===== src/inc/regwin_pkg.sv =====
// Package with register offsets, reset values and bus types of the window.
package regwin_pkg;

	// ------------------------------------------------------------
	// Register offsets within the window
	// ------------------------------------------------------------
	localparam logic [7:0] OFS_A_PIN_IN = 8'h00;
	localparam logic [7:0] OFS_B_PIN_IN = 8'h01;
	localparam logic [7:0] OFS_A_MODE = 8'h02;
	localparam logic [7:0] OFS_B_MODE = 8'h03;
	localparam logic [7:0] OFS_A_OUT = 8'h04;
	localparam logic [7:0] OFS_B_OUT = 8'h05;
	localparam logic [7:0] OFS_A_DIR = 8'h06;
	localparam logic [7:0] OFS_B_DIR = 8'h07;
	localparam logic [7:0] OFS_A_DRV = 8'h08;
	localparam logic [7:0] OFS_B_DRV = 8'h09;
	localparam logic [7:0] OFS_A_ICELL = 8'h0a;
	localparam logic [7:0] OFS_B_ICELL = 8'h0b;
	localparam logic [7:0] OFS_A_OE = 8'h0c;
	localparam logic [7:0] OFS_B_OE = 8'h0d;
	localparam logic [7:0] OFS_C_PIN_IN = 8'h10;
	localparam logic [7:0] OFS_D_PIN_IN = 8'h11;
	localparam logic [7:0] OFS_C_OUT = 8'h12;
	localparam logic [7:0] OFS_D_OUT = 8'h13;
	localparam logic [7:0] OFS_C_DIR = 8'h14;
	localparam logic [7:0] OFS_D_DIR = 8'h15;
	localparam logic [7:0] OFS_C_DRV = 8'h16;
	localparam logic [7:0] OFS_D_DRV = 8'h17;
	localparam logic [7:0] OFS_C_ICELL = 8'h18;
	localparam logic [7:0] OFS_C_OE = 8'h1a;
	localparam logic [7:0] OFS_D_OE = 8'h1b;
	localparam logic [7:0] OFS_CELLS1 = 8'h20;
	localparam logic [7:0] OFS_CELLS2 = 8'h21;
	localparam logic [7:0] OFS_MASK1 = 8'h22;
	localparam logic [7:0] OFS_MASK2 = 8'h23;
	localparam logic [7:0] OFS_PWR0 = 8'hb0;
	localparam logic [7:0] OFS_PWR2 = 8'hb4;
	localparam logic [7:0] OFS_MAIN_LOCK = 8'hc0;
	localparam logic [7:0] OFS_BOOT_LOCK = 8'hc2;
	localparam logic [7:0] OFS_PAGE = 8'he0;
	localparam logic [7:0] OFS_SPACE_MAP = 8'he2;

	// ------------------------------------------------------------
	// Reset values and field positions
	// ------------------------------------------------------------
	localparam logic [7:0] RST_BYTE = 8'h00;
	localparam logic [7:0] RST_SPACE_MAP = 8'h00;
	localparam int PWR0_AUTO_BIT = 1;
	localparam int IDLE_COUNT_DEFAULT = 255;

	// Core bus request, sampled on the system clock.
	typedef struct packed {
		logic [15:0] addr;
		logic [7:0] wdata;
		logic rd_n;
		logic wr_n;
		logic fetch_n;
		logic ale;
	} core_bus_t;

	// State of the automatic power-down logic.
	typedef enum logic [0:0] {
		PWR_RUN = 1'b0,
		PWR_DOWN = 1'b1
	} pwr_state_t;

endpackage


===== src/hw/module_register_window_decoder.sv =====
// Register window decoder of the memory-and-logic module beside the core.
//
// Function
// - Decode 256-byte window at user-chosen base.
// - Pin-input reads return live port levels.
// - Ports A/B mode selects address output.
// - Output-value register drives output pins.
// - Direction register sets each pin's direction.
// - Drive type selects open-drain on ports A to D.
// - Enable-state reads show pin driver enables.
// - Offset 20h reads/loads logic cells group1.
// - Offset 21h reads/loads logic cells group2.
// - Write masks give masked cell bits the array value.
// - Read-only main flash sector lock status.
// - Read-only security and boot sector lock.
// - Space mapping places areas in program/data.
// - Page register extends address reach 256x.
// - Power manager powers down an idle core.
// - 16-bit address, 8-bit data, strobes.
// - Main flash has eight sector selects.
// - Boot flash has four sector selects.
// - Memory selects come from decode array only.
// - Core cannot reprogram arrays or configuration.
`timescale 1ns/1ps
`default_nettype none

module module_register_window_decoder
	import regwin_pkg::*;
#(
	parameter int PW = 8,
	parameter int IDLE_COUNT = IDLE_COUNT_DEFAULT
) (
	input wire logic I_CLK_SYS,
	input wire logic I_RSTN,
	input wire logic [7:0] I_WINDOW_BASE,
	input wire logic [15:0] I_ADDR,
	input wire logic [7:0] I_WDATA,
	input wire logic I_RD_N,
	input wire logic I_WR_N,
	input wire logic I_FETCH_N,
	input wire logic I_ALE,
	input wire logic [PW-1:0] I_PORT_A,
	input wire logic [PW-1:0] I_PORT_B,
	input wire logic [PW-1:0] I_PORT_C,
	input wire logic [PW-1:0] I_PORT_D,
	input wire logic [PW-1:0] I_INPUT_CELLS_A,
	input wire logic [PW-1:0] I_INPUT_CELLS_B,
	input wire logic [PW-1:0] I_INPUT_CELLS_C,
	input wire logic [7:0] I_CELLS1_NEXT,
	input wire logic [7:0] I_CELLS2_NEXT,
	input wire logic [7:0] I_MAIN_SECTOR_LOCK,
	input wire logic [7:0] I_BOOT_SECTOR_LOCK,
	output logic [7:0] O_RDATA,
	output logic O_RVALID,
	output logic [PW-1:0] O_PORT_A,
	output logic [PW-1:0] O_PORT_A_OE,
	output logic [PW-1:0] O_PORT_B,
	output logic [PW-1:0] O_PORT_B_OE,
	output logic [PW-1:0] O_PORT_C,
	output logic [PW-1:0] O_PORT_C_OE,
	output logic [PW-1:0] O_PORT_D,
	output logic [PW-1:0] O_PORT_D_OE,
	output logic [4*PW-1:0] O_DRIVE_TYPE,
	output logic [7:0] O_CELLS1,
	output logic [7:0] O_CELLS2,
	output logic [7:0] O_PAGE,
	output logic [7:0] O_SPACE_MAP,
	output logic [7:0] O_PWR_CTRL0,
	output logic [7:0] O_PWR_CTRL2,
	output logic O_POWER_DOWN
);

	// ------------------------------------------------------------
	// Input synchronisers for pins and external status
	// ------------------------------------------------------------
	logic [4*PW-1:0] pin_s1_r, pin_s2_r;
	logic [3*PW-1:0] icell_s1_r, icell_s2_r;
	logic [31:0] lock_s1_r, lock_s2_r;

	always_ff @(posedge I_CLK_SYS or negedge I_RSTN) begin
		if (!I_RSTN) begin
			pin_s1_r <= '0;
			pin_s2_r <= '0;
			icell_s1_r <= '0;
			icell_s2_r <= '0;
			lock_s1_r <= '0;
			lock_s2_r <= '0;
		end else begin
			pin_s1_r <= {I_PORT_D, I_PORT_C, I_PORT_B, I_PORT_A};
			pin_s2_r <= pin_s1_r;
			icell_s1_r <= {I_INPUT_CELLS_C, I_INPUT_CELLS_B, I_INPUT_CELLS_A};
			icell_s2_r <= icell_s1_r;
			lock_s1_r <= {I_CELLS2_NEXT, I_CELLS1_NEXT,
				I_BOOT_SECTOR_LOCK, I_MAIN_SECTOR_LOCK};
			lock_s2_r <= lock_s1_r;
		end
	end

	// ------------------------------------------------------------
	// Bus strobes and window decode
	// ------------------------------------------------------------
	core_bus_t bus;
	logic wr_d_r, rd_d_r;
	logic in_win, wr_pulse, rd_pulse;
	logic [7:0] ofs;

	assign bus = '{addr: I_ADDR, wdata: I_WDATA, rd_n: I_RD_N,
		wr_n: I_WR_N, fetch_n: I_FETCH_N, ale: I_ALE};
	assign in_win = (bus.addr[15:8] == I_WINDOW_BASE);
	assign ofs = bus.addr[7:0];
	// Writes act once, on the falling edge of the write strobe.
	assign wr_pulse = !bus.wr_n && wr_d_r && in_win && !bus.ale;
	// Program fetches never reach the register window.
	assign rd_pulse = !bus.rd_n && rd_d_r && bus.fetch_n && in_win;

	// ------------------------------------------------------------
	// Writable registers
	// ------------------------------------------------------------
	logic [PW-1:0] mode_r [2];
	logic [PW-1:0] out_r [4];
	logic [PW-1:0] dir_r [4];
	logic [PW-1:0] drv_r [4];
	logic [7:0] cells_r [2];
	logic [7:0] mask_r [2];
	logic [7:0] pwr0_r, pwr2_r, page_r, vm_r;
	logic [PW-1:0] mode_nxt [2];
	logic [PW-1:0] out_nxt [4];
	logic [PW-1:0] dir_nxt [4];
	logic [PW-1:0] drv_nxt [4];
	logic [7:0] cells_nxt [2];
	logic [7:0] mask_nxt [2];
	logic [7:0] pwr0_nxt, pwr2_nxt, page_nxt, vm_nxt;

	always_comb begin
		mode_nxt = mode_r;
		out_nxt = out_r;
		dir_nxt = dir_r;
		drv_nxt = drv_r;
		mask_nxt = mask_r;
		pwr0_nxt = pwr0_r;
		pwr2_nxt = pwr2_r;
		page_nxt = page_r;
		vm_nxt = vm_r;
		// The logic array updates its cells, except the unmasked bits that the core loads.
		cells_nxt[0] = lock_s2_r[23:16];
		cells_nxt[1] = lock_s2_r[31:24];
		if (wr_pulse) begin
			case (ofs)
				OFS_A_MODE: mode_nxt[0] = bus.wdata[PW-1:0];
				OFS_B_MODE: mode_nxt[1] = bus.wdata[PW-1:0];
				OFS_A_OUT: out_nxt[0] = bus.wdata[PW-1:0];
				OFS_B_OUT: out_nxt[1] = bus.wdata[PW-1:0];
				OFS_C_OUT: out_nxt[2] = bus.wdata[PW-1:0];
				OFS_D_OUT: out_nxt[3] = bus.wdata[PW-1:0];
				OFS_A_DIR: dir_nxt[0] = bus.wdata[PW-1:0];
				OFS_B_DIR: dir_nxt[1] = bus.wdata[PW-1:0];
				OFS_C_DIR: dir_nxt[2] = bus.wdata[PW-1:0];
				OFS_D_DIR: dir_nxt[3] = bus.wdata[PW-1:0];
				OFS_A_DRV: drv_nxt[0] = bus.wdata[PW-1:0];
				OFS_B_DRV: drv_nxt[1] = bus.wdata[PW-1:0];
				OFS_C_DRV: drv_nxt[2] = bus.wdata[PW-1:0];
				OFS_D_DRV: drv_nxt[3] = bus.wdata[PW-1:0];
				OFS_CELLS1: begin
					cells_nxt[0] = (bus.wdata & ~mask_r[0])
						| (lock_s2_r[23:16] & mask_r[0]);
				end
				OFS_CELLS2: begin
					cells_nxt[1] = (bus.wdata & ~mask_r[1])
						| (lock_s2_r[31:24] & mask_r[1]);
				end
				OFS_MASK1: mask_nxt[0] = bus.wdata;
				OFS_MASK2: mask_nxt[1] = bus.wdata;
				OFS_PWR0: pwr0_nxt = bus.wdata;
				OFS_PWR2: pwr2_nxt = bus.wdata;
				OFS_PAGE: page_nxt = bus.wdata;
				OFS_SPACE_MAP: vm_nxt = bus.wdata;
				default: ;
			endcase
		end
	end

	always_ff @(posedge I_CLK_SYS or negedge I_RSTN) begin
		if (!I_RSTN) begin
			for (int i = 0; i < 4; i++) begin
				out_r[i] <= '0;
				dir_r[i] <= '0;
				drv_r[i] <= '0;
			end
			for (int i = 0; i < 2; i++) begin
				mode_r[i] <= '0;
				cells_r[i] <= RST_BYTE;
				mask_r[i] <= RST_BYTE;
			end
			pwr0_r <= RST_BYTE;
			pwr2_r <= RST_BYTE;
			page_r <= RST_BYTE;
			vm_r <= RST_SPACE_MAP;
			// Strobe history resets to the idle level, so that an access
			// starting at the first edge after reset is still taken.
			wr_d_r <= 1'b1;
			rd_d_r <= 1'b1;
		end else begin
			mode_r <= mode_nxt;
			out_r <= out_nxt;
			dir_r <= dir_nxt;
			drv_r <= drv_nxt;
			cells_r <= cells_nxt;
			mask_r <= mask_nxt;
			pwr0_r <= pwr0_nxt;
			pwr2_r <= pwr2_nxt;
			page_r <= page_nxt;
			vm_r <= vm_nxt;
			wr_d_r <= bus.wr_n;
			rd_d_r <= bus.rd_n;
		end
	end

	// ------------------------------------------------------------
	// Pin drivers
	// ------------------------------------------------------------
	logic [PW-1:0] pin_nxt [4];
	logic [PW-1:0] oe_nxt [4];
	logic [PW-1:0] pin_r [4];
	logic [PW-1:0] oe_r [4];

	always_comb begin
		for (int i = 0; i < 4; i++) begin
			pin_nxt[i] = out_r[i];
			oe_nxt[i] = dir_r[i];
		end
		// Ports A and B may drive the current core address inputs instead.
		for (int b = 0; b < PW; b++) begin
			if (mode_r[0][b]) begin
				pin_nxt[0][b] = bus.addr[b % 8];
				oe_nxt[0][b] = 1'b1;
			end
			if (mode_r[1][b]) begin
				pin_nxt[1][b] = bus.addr[8 + (b % 8)];
				oe_nxt[1][b] = 1'b1;
			end
		end
		// Open-drain pins only ever pull low.
		for (int i = 0; i < 4; i++) begin
			for (int b = 0; b < PW; b++) begin
				if (drv_r[i][b] && pin_nxt[i][b]) begin
					oe_nxt[i][b] = 1'b0;
				end
			end
		end
	end

	always_ff @(posedge I_CLK_SYS or negedge I_RSTN) begin
		if (!I_RSTN) begin
			for (int i = 0; i < 4; i++) begin
				pin_r[i] <= '0;
				oe_r[i] <= '0;
			end
		end else begin
			pin_r <= pin_nxt;
			oe_r <= oe_nxt;
		end
	end

	// ------------------------------------------------------------
	// Power manager
	// ------------------------------------------------------------
	pwr_state_t pwr_r, pwr_nxt;
	logic [$clog2(IDLE_COUNT+1)-1:0] idle_r, idle_nxt;
	logic activity;

	assign activity = !bus.rd_n || !bus.wr_n || !bus.fetch_n || bus.ale;

	always_comb begin
		pwr_nxt = pwr_r;
		idle_nxt = idle_r;
		case (pwr_r)
			PWR_RUN: begin
				if (activity || !pwr0_r[PWR0_AUTO_BIT]) begin
					idle_nxt = '0;
				end else if (idle_r ==
					($clog2(IDLE_COUNT+1))'(IDLE_COUNT)) begin
					pwr_nxt = PWR_DOWN;
				end else begin
					idle_nxt = idle_r + 1'b1;
				end
			end
			PWR_DOWN: begin
				if (activity || !pwr0_r[PWR0_AUTO_BIT]) begin
					pwr_nxt = PWR_RUN;
					idle_nxt = '0;
				end
			end
			default: pwr_nxt = PWR_RUN;
		endcase
	end

	always_ff @(posedge I_CLK_SYS or negedge I_RSTN) begin
		if (!I_RSTN) begin
			pwr_r <= PWR_RUN;
			idle_r <= '0;
		end else begin
			pwr_r <= pwr_nxt;
			idle_r <= idle_nxt;
		end
	end

	// ------------------------------------------------------------
	// Read path
	// ------------------------------------------------------------
	logic [7:0] rdata_nxt, rdata_r;
	logic rvalid_r;

	always_comb begin
		rdata_nxt = 8'h00;
		case (ofs)
			OFS_A_PIN_IN: rdata_nxt[PW-1:0] = pin_s2_r[PW-1:0];
			OFS_B_PIN_IN: rdata_nxt[PW-1:0] = pin_s2_r[2*PW-1:PW];
			OFS_C_PIN_IN: rdata_nxt[PW-1:0] = pin_s2_r[3*PW-1:2*PW];
			OFS_D_PIN_IN: rdata_nxt[PW-1:0] = pin_s2_r[4*PW-1:3*PW];
			OFS_A_MODE: rdata_nxt[PW-1:0] = mode_r[0];
			OFS_B_MODE: rdata_nxt[PW-1:0] = mode_r[1];
			OFS_A_OUT: rdata_nxt[PW-1:0] = out_r[0];
			OFS_B_OUT: rdata_nxt[PW-1:0] = out_r[1];
			OFS_C_OUT: rdata_nxt[PW-1:0] = out_r[2];
			OFS_D_OUT: rdata_nxt[PW-1:0] = out_r[3];
			OFS_A_DIR: rdata_nxt[PW-1:0] = dir_r[0];
			OFS_B_DIR: rdata_nxt[PW-1:0] = dir_r[1];
			OFS_C_DIR: rdata_nxt[PW-1:0] = dir_r[2];
			OFS_D_DIR: rdata_nxt[PW-1:0] = dir_r[3];
			OFS_A_DRV: rdata_nxt[PW-1:0] = drv_r[0];
			OFS_B_DRV: rdata_nxt[PW-1:0] = drv_r[1];
			OFS_C_DRV: rdata_nxt[PW-1:0] = drv_r[2];
			OFS_D_DRV: rdata_nxt[PW-1:0] = drv_r[3];
			OFS_A_ICELL: rdata_nxt[PW-1:0] = icell_s2_r[PW-1:0];
			OFS_B_ICELL: rdata_nxt[PW-1:0] = icell_s2_r[2*PW-1:PW];
			OFS_C_ICELL: rdata_nxt[PW-1:0] = icell_s2_r[3*PW-1:2*PW];
			OFS_A_OE: rdata_nxt[PW-1:0] = oe_r[0];
			OFS_B_OE: rdata_nxt[PW-1:0] = oe_r[1];
			OFS_C_OE: rdata_nxt[PW-1:0] = oe_r[2];
			OFS_D_OE: rdata_nxt[PW-1:0] = oe_r[3];
			OFS_CELLS1: rdata_nxt = cells_r[0];
			OFS_CELLS2: rdata_nxt = cells_r[1];
			OFS_MASK1: rdata_nxt = mask_r[0];
			OFS_MASK2: rdata_nxt = mask_r[1];
			OFS_PWR0: rdata_nxt = pwr0_r;
			OFS_PWR2: rdata_nxt = pwr2_r;
			OFS_MAIN_LOCK: rdata_nxt = lock_s2_r[7:0];
			OFS_BOOT_LOCK: rdata_nxt = lock_s2_r[15:8];
			OFS_PAGE: rdata_nxt = page_r;
			OFS_SPACE_MAP: rdata_nxt = vm_r;
			default: rdata_nxt = 8'h00;
		endcase
	end

	always_ff @(posedge I_CLK_SYS or negedge I_RSTN) begin
		if (!I_RSTN) begin
			rdata_r <= 8'h00;
			rvalid_r <= 1'b0;
		end else begin
			rvalid_r <= rd_pulse;
			if (rd_pulse) begin
				rdata_r <= rdata_nxt;
			end
		end
	end

	// ------------------------------------------------------------
	// Outputs
	// ------------------------------------------------------------
	assign O_RDATA = rdata_r;
	assign O_RVALID = rvalid_r;
	assign O_PORT_A = pin_r[0];
	assign O_PORT_A_OE = oe_r[0];
	assign O_PORT_B = pin_r[1];
	assign O_PORT_B_OE = oe_r[1];
	assign O_PORT_C = pin_r[2];
	assign O_PORT_C_OE = oe_r[2];
	assign O_PORT_D = pin_r[3];
	assign O_PORT_D_OE = oe_r[3];
	assign O_DRIVE_TYPE = {drv_r[3], drv_r[2], drv_r[1], drv_r[0]};
	assign O_CELLS1 = cells_r[0];
	assign O_CELLS2 = cells_r[1];
	// Page and space mapping feed the address decode array, which alone
	// forms the memory selects, so the core cannot alter the arrays here.
	assign O_PAGE = page_r;
	assign O_SPACE_MAP = vm_r;
	assign O_PWR_CTRL0 = pwr0_r;
	assign O_PWR_CTRL2 = pwr2_r;
	assign O_POWER_DOWN = (pwr_r == PWR_DOWN);

endmodule

`default_nettype wire


===== config.mk =====
export PLATFORM = sky130hd
export DESIGN_NAME = module_register_window_decoder
export DESIGN_NICKNAME = d
export VERILOG_FILES = /design/src/inc/regwin_pkg.sv /design/src/hw/module_register_window_decoder.sv
export SDC_FILE = /design/constraint.sdc
export NUM_CORES = 1
export LEC_CHECK = 0
export BUFFER_PORTS_ARGS = -buffer_cell sky130_fd_sc_hd__buf_2
export CAP_MARGIN = 15
export CORE_AREA = 2 2 240 242
export CTS_BUF_LIST = sky130_fd_sc_hd__clkbuf_2 sky130_fd_sc_hd__clkbuf_4 sky130_fd_sc_hd__clkbuf_8
export CTS_CLUSTER_SIZE = 28
export DETAILED_ROUTE_END_ITERATION = 6
export DIE_AREA = 0 0 242 244
export GPL_TIMING_DRIVEN = 0
export PLACE_DENSITY_LB_ADDON = 0.1
export SLEW_MARGIN = 20
export SYNTH_ARGS = -nofsm -noshare
export SYNTH_HDL_FRONTEND = slang
export SYNTH_SLANG_ARGS = --single-unit

===== constraint.sdc =====
create_clock -name I_CLK_SYS -period 5.8 [get_ports I_CLK_SYS]
set_input_delay 0 -clock I_CLK_SYS [delete_from_list [all_inputs] [get_ports I_CLK_SYS]]
set_output_delay 0 -clock I_CLK_SYS [all_outputs]
set_load 0.05 [all_outputs]

; After elaboration in Yosys (flattened, before gate mapping)
; Cells that the tools add are included.
[op_classes]
addsub = 1
eq_ne = 38
muxes = 76
n_bitwise = 9
n_reduce_logical = 69
[ops]
columns = op, count
row1 = $pmux 8 s35, 1
row2 = $eq 8x5->1 const B, 11
row3 = $mux 1, 67
row4 = $eq 8x8->1 const B, 7
row5 = $eq 8x4->1 const B, 6
row6 = $reduce_and 2->1, 21
row7 = $mux 8, 5
row8 = $logic_and 1x1->1, 38
row9 = $and 8x8->8, 4
row10 = $eq 8x3->1 const B, 4
row11 = $eq 8x6->1 const B, 4
row12 = $eq 8x2->1 const B, 2
row13 = $mux 16, 1
row14 = $not 8->8, 2
row15 = $or 8x8->8, 2
row16 = $pmux 8 s2, 1
row17 = $add 8x1->8 const B, 1
row18 = $eq 8x1->1 const B, 1
row19 = $eq 8x8->1, 1
row20 = $logic_not 8->1, 1
row21 = $logic_not 1->1, 5
row22 = $logic_or 1x1->1, 4
row23 = $ne 3x3->1 const B, 1
row24 = $ne 2x1->1 const B, 1
row25 = 2 further kinds, 2
[totals]
reg_bits = 436
input_bits = 126
output_inout_bits = 154
elab_cells = 235

; Logic depth before layout (Yosys ltp)
; Gate-level depths: netlist (run 1).
[depth]
ltp_word = 7
ltp_mapped = 10
mapped_depth_nobuf = 7

; Worst setup path after synthesis (run 1)
; OpenSTA, ideal clock, no wires.
[synth_timing]
path_type = reg-to-reg
start = register drv_r (netlist bit O_DRIVE_TYPE[0])
end = register rdata_r[0], in the netlist O_RDATA[0]
setup_time_ps = 148
arrival_ps = 1978
t_required_ps = 5652
slack_ps = 3674
stages_incl_launch_ff = 7
n_path_buf = 0
synth_period_minus_slack_ps = 2126
path_cell_list = dfrtp_1 > mux4_2 > and3_1 > a2111oi_0 > nand3b_1 > nor4b_1 > o22ai_1
[synth_between]
elab_chain_len = 1
[synth_rtl]
columns = element, line
row1 = "start, declared", module_register_window_decoder.sv:122  ; logic [PW-1:0] drv_r [4];
row2 = "start signal, assigned", module_register_window_decoder.sv:206  ; drv_r <= drv_nxt;
row3 = $pmux 8 s35, module_register_window_decoder.sv:315  ; case (ofs)
row4 = "end signal, assigned", module_register_window_decoder.sv:362  ; rdata_r <= rdata_nxt;
row5 = "end, declared", module_register_window_decoder.sv:310  ; logic [7:0] rdata_nxt, rdata_r;
; No other way between the ends.
; A chain may end at the register's enable or synchronous reset.

; Final worst setup path (run 1)
[layout_timing]
start = input port I_ADDR[15]
end = register rdata_r[2], in the netlist O_RDATA[2]
[layout_between]
elab_chain_len = 2
[layout_rtl]
columns = element, line
row1 = "start, declared", module_register_window_decoder.sv:36  ; input wire logic [15:0] I_ADDR,
row2 = $eq 8x8->1, module_register_window_decoder.sv:109  ; assign in_win = (bus.addr[15:8] == I_WINDOW_BASE);
row3 = $logic_and 1x1->1, module_register_window_decoder.sv:114  ; assign rd_pulse = !bus.rd_n && rd_d_r && bus.fetch_n && in_win;
row4 = via rd_pulse, module_register_window_decoder.sv:104  ; logic in_win, wr_pulse, rd_pulse;
; The timed path passes the listed nets, and every way through them passes these cells.

==> results of run 1 <==
==> critical path: stages <==
cell	delay (ps)
dlygate4sd3_1	530
buf_2	140
xor2_1	150
nor4_1	660
nand2_1	210
nor3_2	750
buf_2	510
o41ai_4	320
a32oi_1	240
==> synth_stat cells (7+ instances only) <==
cell,number
xor2_1,10
and2_1,8
buf_2,24
nand3_1,24
o22ai_1,7
nand2_2,7
buf_4,7
inv_1,10
a22oi_1,42
a222oi_1,14
nand2b_1,7
nand4_1,10
nand2_1,36
clkbuf_1,35
a21oi_1,27
dfrtp_1,434
a22o_1,21
mux2_2,196
nor4_1,8
and3_1,14
nor2_1,35
nor3_1,27
a21boi_0,16
a32oi_1,26
==> worst paths after layout <==
| check | startpoint | end | slack [ps] |
|---|---|---|---|
| min in group asynchronous | I_RSTN | mode_r[13] | 530 |
| setup reg to reg | O_DRIVE_TYPE[6] | O_RDATA[6] | 3090 |
| setup / recovery | I_ADDR[15] | O_RDATA[2] | 2850 |
| max in group asynchronous | I_RSTN | O_RVALID | 4200 |
| hold / removal | I_ADDR[3] | O_PORT_A[3] | 130 |
| hold reg to reg | lock_s1_r[24] | lock_s2_r[24] | 350 |
==> placed cells by master, fill, tap and decap left out, types with 14 or more instances in the layout <==
| master | Yosys | routed |
|---|---|---|
| dfrtp_1 | 434 | 434 |
| buf_2 | 24 | 301 |
| dlygate4sd3_1 | 0 | 200 |
| mux2_2 | 196 | 196 |
| clkbuf_8 | 0 | 101 |
| a22oi_1 | 42 | 42 |
| nand2_1 | 36 | 36 |
| clkbuf_1 | 35 | 35 |
| nor2_1 | 35 | 34 |
| a21oi_1 | 27 | 27 |
| a32oi_1 | 26 | 26 |
| nor3_1 | 27 | 24 |
| nand3_1 | 24 | 24 |
| a22o_1 | 21 | 21 |
| clkbuf_4 | 0 | 20 |
| clkinv_2 | 0 | 18 |
| a21boi_0 | 16 | 16 |
| and3_1 | 14 | 14 |
| a222oi_1 | 14 | 14 |
==> what timing repair did <==
item | CTS | global route
endpoints found under the setup margin | 0 | 0
hold buffers | 201 | 0
gates resized for setup | 0 | 0
hold endpoints to repair | 436 | 0
==> power groups by stage <==
stage	registers (W)	clock network, W	logic (W)
2_1_floorplan	0.00321	0	0.0000833
3_5_place_dp	0.00320	0	0.000313
6_report	0.00315	0.00321	0.000417
4_1_cts	0.00315	0.00329	0.000418
5_1_grt	0.00315	0.00345	0.000447
3_3_place_gp	0.00320	0	0.000295
==> area by class of cell <==
type	count	area, um2	share of cell area (%)
multi-input cells	652	5500	23.8
clock inverters	26	240	1.04
plain buffers	72	364	1.57
diodes	2	5.00	0.0216
clock buffers	121	1540	6.66
inverters	10	37.5	0.162
flip-flops and latches	436	10900	47.2
repair buffers	485	3580	15.5
well taps	756	946	4.09
==> registers in the layout (all words and copies together), names as in the netlist, 24 cells and up <==
register / count
lock_s2_r: 32
lock_s1_r: 32
out_r: 32
dir_r: 32
pin_s2_r: 32
icell_s2_r: 24
icell_s1_r: 24
O_DRIVE_TYPE: 32
pin_s1_r: 32
==> metal layers <==
| layer | GRT usage, % | part of all wire (%) | wire length [um] |
|---|---|---|---|
| met1 | 31.9 | 43 | 30700 |
| met2 | 38.3 | 47 | 32900 |
| met3 | 5.50 | 6.9 | 4870 |
| met4 | 7.64 | 2.9 | 2050 |
| met5 | 0 | 0.099 | 70 |
==> logic make-up (layout without fill, tap and decap cells) <==
group / after synthesis / in the layout / share of synthesized area (%)
other: 0 / 2 / 0
multiplexers: 203 / 203 / 13.7
flip-flops: 436 / 436 / 65.1
XOR/XNOR: 13 / 13 / 0.680
buffers and inverters: 82 / 714 / 2.40
AO/OA/AOI/OAI: 203 / 203 / 9.57
adder cells (fa/ha/maj): 1 / 1 / 0.0747
AND/OR/NAND/NOR: 232 / 232 / 8.48
==> stage by stage <==
stage / setup WS (ps) / power, W / utilization (%)
after floorplan: 3670 / 0.00329 / -
after global placement: -4340 / 0.00350 / 34.0
after detailed placement: 2600 / 0.00352 / 34.3
after CTS: 2780 / 0.00686 / 41.1
after global routing: 2770 / 0.00705 / 41.2
final: 2850 / 0.00677 / 41.2
==> impl_metrics.ini, run 1 <==
[floorplan]
rows = 87
io_pins = 280
die_x_um = 242
start_util_pct = 29.8
die_area_um2 = 59000
core_area_um2 = 56200
die_y_um = 244

[route]
via_per_inst = 5.06
drc_errors = 0
first_pass_iters = 7
routed_wirelength_um = 70600
dr_total_vias = 12900
wl_per_cell_um = 27.6
drt_iter0_drc = 1166
drtAntennaViolNets = 0

[sta]
finalSetupViolCount = 0
rsz0062_at_grt = false
fmax_mhz = 338
slew_headroom_pct = 24.9
setup-tns-final_ps = 0
fin_skew_ps = 45.8
report.final.slew_viol_count = 0
fin_crit_sh_pct = 50.9
final.min_clock_period_ps = 2950
tightest_slew_ps = 1130
hold_viol_final = 0
timing.hold.ws_ps = 129

[placement]
dpl.cell_count = 2210
port_buffers = 276
dp_hpwl_um = 51200
place_congestion = 0.888
placed_area_um2 = 19300

[clock_tree]
cts_tree = yes
cts_root_buf = clkbuf_8
cts_max_level = 3
clockBufferDepth = 3
clk_latency_ps = 700
numCtsBuffers = 80
clk_pin_slew_ps = 60
numClockSinks = 436
cts_setup_buffers = 0

[synthesis]
synth_top_area_share_pct = 64.8
yosys-top-cells-area = dfrtp_1 (65%), mux2_2 (13%), a22oi_1 (1.9%), a32oi_1 (1.4%), a22o_1 (1.1%)
synth_warnings = 0
syn_inst = 1170
synth.cell_area_um2 = 16800
synth_top_area_cell = dfrtp_1
synth_edf_count = 0
yosysUniqueCellTypes = 77
synthesis.nets = 1297
ys.flop_type = dfrtp_1
ys_seq_elements = 436
synth_seq_area_share_pct = 65.1
avgSynthCellArea_um2 = 14.3
async_reset_ff_share_pct = 100

[global_routing]
grt_overflow = 0
grt_pass1_vias = 13300
grt_max_degree = 91
grt_pass1_wl_um = 99600
grt_usage_pct = 23.8
grt_antenna_before_repair = 7

[pwr]
p_comb_share_pct = 6.2
ir_worst_vdd_v = 0.000142
p_per_area_nw_per_um2 = 293
sw_frac_of_total_pct = 23.7
p_leak_nw = 11.1
pwr-share-clk_pct = 47.4
switching_power_w = 0.00161
p_int_w = 0.00517
pwr-share-seq_pct = 46.5

[critical_path]
worst_setup_path_end_kind = flip-flop
crit_type = in2reg
r2r_cells = 5
crit_arrival_ps = 3530
cp.required_ps = 6380
crit_fanout = 10
startpoint_type = input port

[flow_run]
maxCapViolations = 0

[layout]
area_delta_synth_final_pct = 38.0
layout.cells.non_filler = 2560
finalNetCount = 1864
fill_cells = 5453
design_area_um2 = 23100
drive_gt1_share_pct = 39.3

[status]
status = finished clean

[min_path]
hp-class = in2reg
min_path_cells = 3
Note: power is estimated with default switching activity, not from simulation.
==> run 2: changes to the inputs <==
clock period = 2.5 ns   (was 5.8 ns; I/O delays follow)
==> run 2 against run 1 <==
Effect of this change:
- count of clock-buffer cells in the layout stayed put
- setup slack lost 2800 ps
- power increased by 130%
- die area stayed put
- worst hold slack gained 5.6 ps
- utilization is 0.058 points higher
- wire length barely moved
- combinational power rose by 130%
- non-clock buffer count grew 2
- design area increased by 0.14%
- clock skew down 3.8 ps
- cell count hardly changed
- critical endpoint is now O_SPACE_MAP[7]
==> impl_metrics.ini, run 2 (synthesis gave the netlist of run 1 again) <==
[critical_path]
crit_type = in2reg
startpoint_type = input port
r2r-end = O_RDATA[2]
r2r_slack_ps = 90
crit_arrival_ps = 3010
r2r_cells = 5
cp.required_ps = 3040
crit_fanout = 10
reg2reg_from = rd_d_r
worst_setup_path_end_kind = flip-flop

[route]
drc_errors = 0
first_pass_iters = 5
routed_wirelength_um = 70700
m1WireLength_um = 30400
via_per_inst = 5.03
top_layer = met5
drt_iter0_drc = 1043
drtAntennaViolNets = 0
dr_total_vias = 12900
met2WireLength_um = 33100
wl_met3_um = 5100
wl_per_cell_um = 27.6

[global_routing]
grt_usage_pct = 23.8
grt_max_degree = 91
grt_antenna_before_repair = 7
grt_pass1_wl_um = 99600
grt_overflow = 0
grt_pass1_vias = 13300

[sta]
fmax_mhz = 405
rsz0062_at_grt = false
finalSetupViolCount = 0
tightest_slew_ps = 1190
setup-tns-final_ps = 0
layout_setup_ws_ps = 28.8
final.min_clock_period_ps = 2470
hold_viol_final = 0
report.final.slew_viol_count = 0
fin_skew_ps = 42.0
slew_headroom_pct = 20.4
fin_crit_sh_pct = 98.8

[flow_run]
maxCapViolations = 0

[clock_tree]
clk_latency_ps = 690
clk_pin_slew_ps = 60
clockBufferDepth = 3
cts_root_buf = clkbuf_8
cts_max_level = 3
cts_tree = yes
numClockSinks = 436
numCtsBuffers = 80

[min_path]
min_path_cells = 3
hold_path_startpoint = I_ADDR[3]
hold_path_end = O_PORT_A[3]
hp-class = in2reg

[pwr]
p_per_area_nw_per_um2 = 678
p_leak_nw = 11.1
finalPower_w = 0.0157
ir_worst_vdd_v = 0.000328

[layout]
drive_gt1_share_pct = 39.5
final_common_cell = dfrtp_1
fill_cells = 5457
area_delta_synth_final_pct = 38.2
most-common-layout-cells = dfrtp_1 (434), buf_2 (301), dlygate4sd3_1 (200), mux2_2 (196), clkbuf_8 (101)
finalNetCount = 1866
fin_util_pct = 41.2
multi_input_area_um2 = 5510
final-seq-area_um2 = 10900

[status]
status = finished clean

[floorplan]
die_y_um = 244
die_area_um2 = 59000
core_area_um2 = 56200
start_util_pct = 29.8
rows = 87
io_pins = 280
die_x_um = 242

[placement]
pre_cts_ws_ps = -702
place_congestion = 0.888
dp_hpwl_um = 51200
port_buffers = 276
run 2: metal layers:
layer  vias up  GRT usage, %
met3       133          5.99
met1      6677          31.6
met4        12          7.77
met5         -             0
li1       5523             -
met2       549          38.3
run 2: worst max path at each step:
stage | start | end | slack, ps | cells after the start
floorplan | O_DRIVE_TYPE[0] | O_RDATA[0] | 370 | 6
global placement | I_RSTN | O_PORT_C[1] | -7640 | 1
detailed placement | I_ADDR[2] | dir_r[11] | -700 | 7
CTS | I_ADDR[5] | out_r[15] | 2 | 6
global route | O_DRIVE_TYPE[8] | O_RDATA[0] | 20 | 6
finish | I_ADDR[2] | O_SPACE_MAP[7] | 30 | 7
run 2: where the power goes:
group	switching, W	internal (W)
combinational	0.000563	0.000406
sequential	0.0000774	0.00723
clock	0.00307	0.00436
total	0.00372	0.0120
run 2: repair_timing:
action / 4_1_cts / 5_1_grt
gates resized for setup: 2 / 5
setup endpoints to repair: 1 / 18
endpoints found under the hold margin: 436 / 0
hold buffers: 201 / 0
setup buffers: 0 / 2
run 2: final cells by class:
type	count	share of cell area [%]
diodes	2	0.0216
repair buffers	487	15.5
clock inverters	26	1.04
clock buffers	121	6.65
flip-flops and latches	436	47.1
well taps	756	4.09
multi-input cells	652	23.8
plain buffers	72	1.60
inverters	10	0.162
run 2: worst max-delay path, cell delays in order:
cell and delay [ps]:
buf_2 130, buf_2 200, nor4b_1 420, and2_1 190, clkbuf_1 810, nand2_1 750, mux2_2 480
run 2: per-stage QoR:
stage | hold slack, ps | area [um2] | std cells
2_1_floorplan | -296 | 16800 | 1170
3_3_place_gp | 109 | 19100 | 2202
5_1_grt | 103 | 23200 | 2561
4_1_cts | 63.9 | 23100 | 2558
3_5_place_dp | 2.30 | 19300 | 2210
6_report | 135 | 23200 | 2562
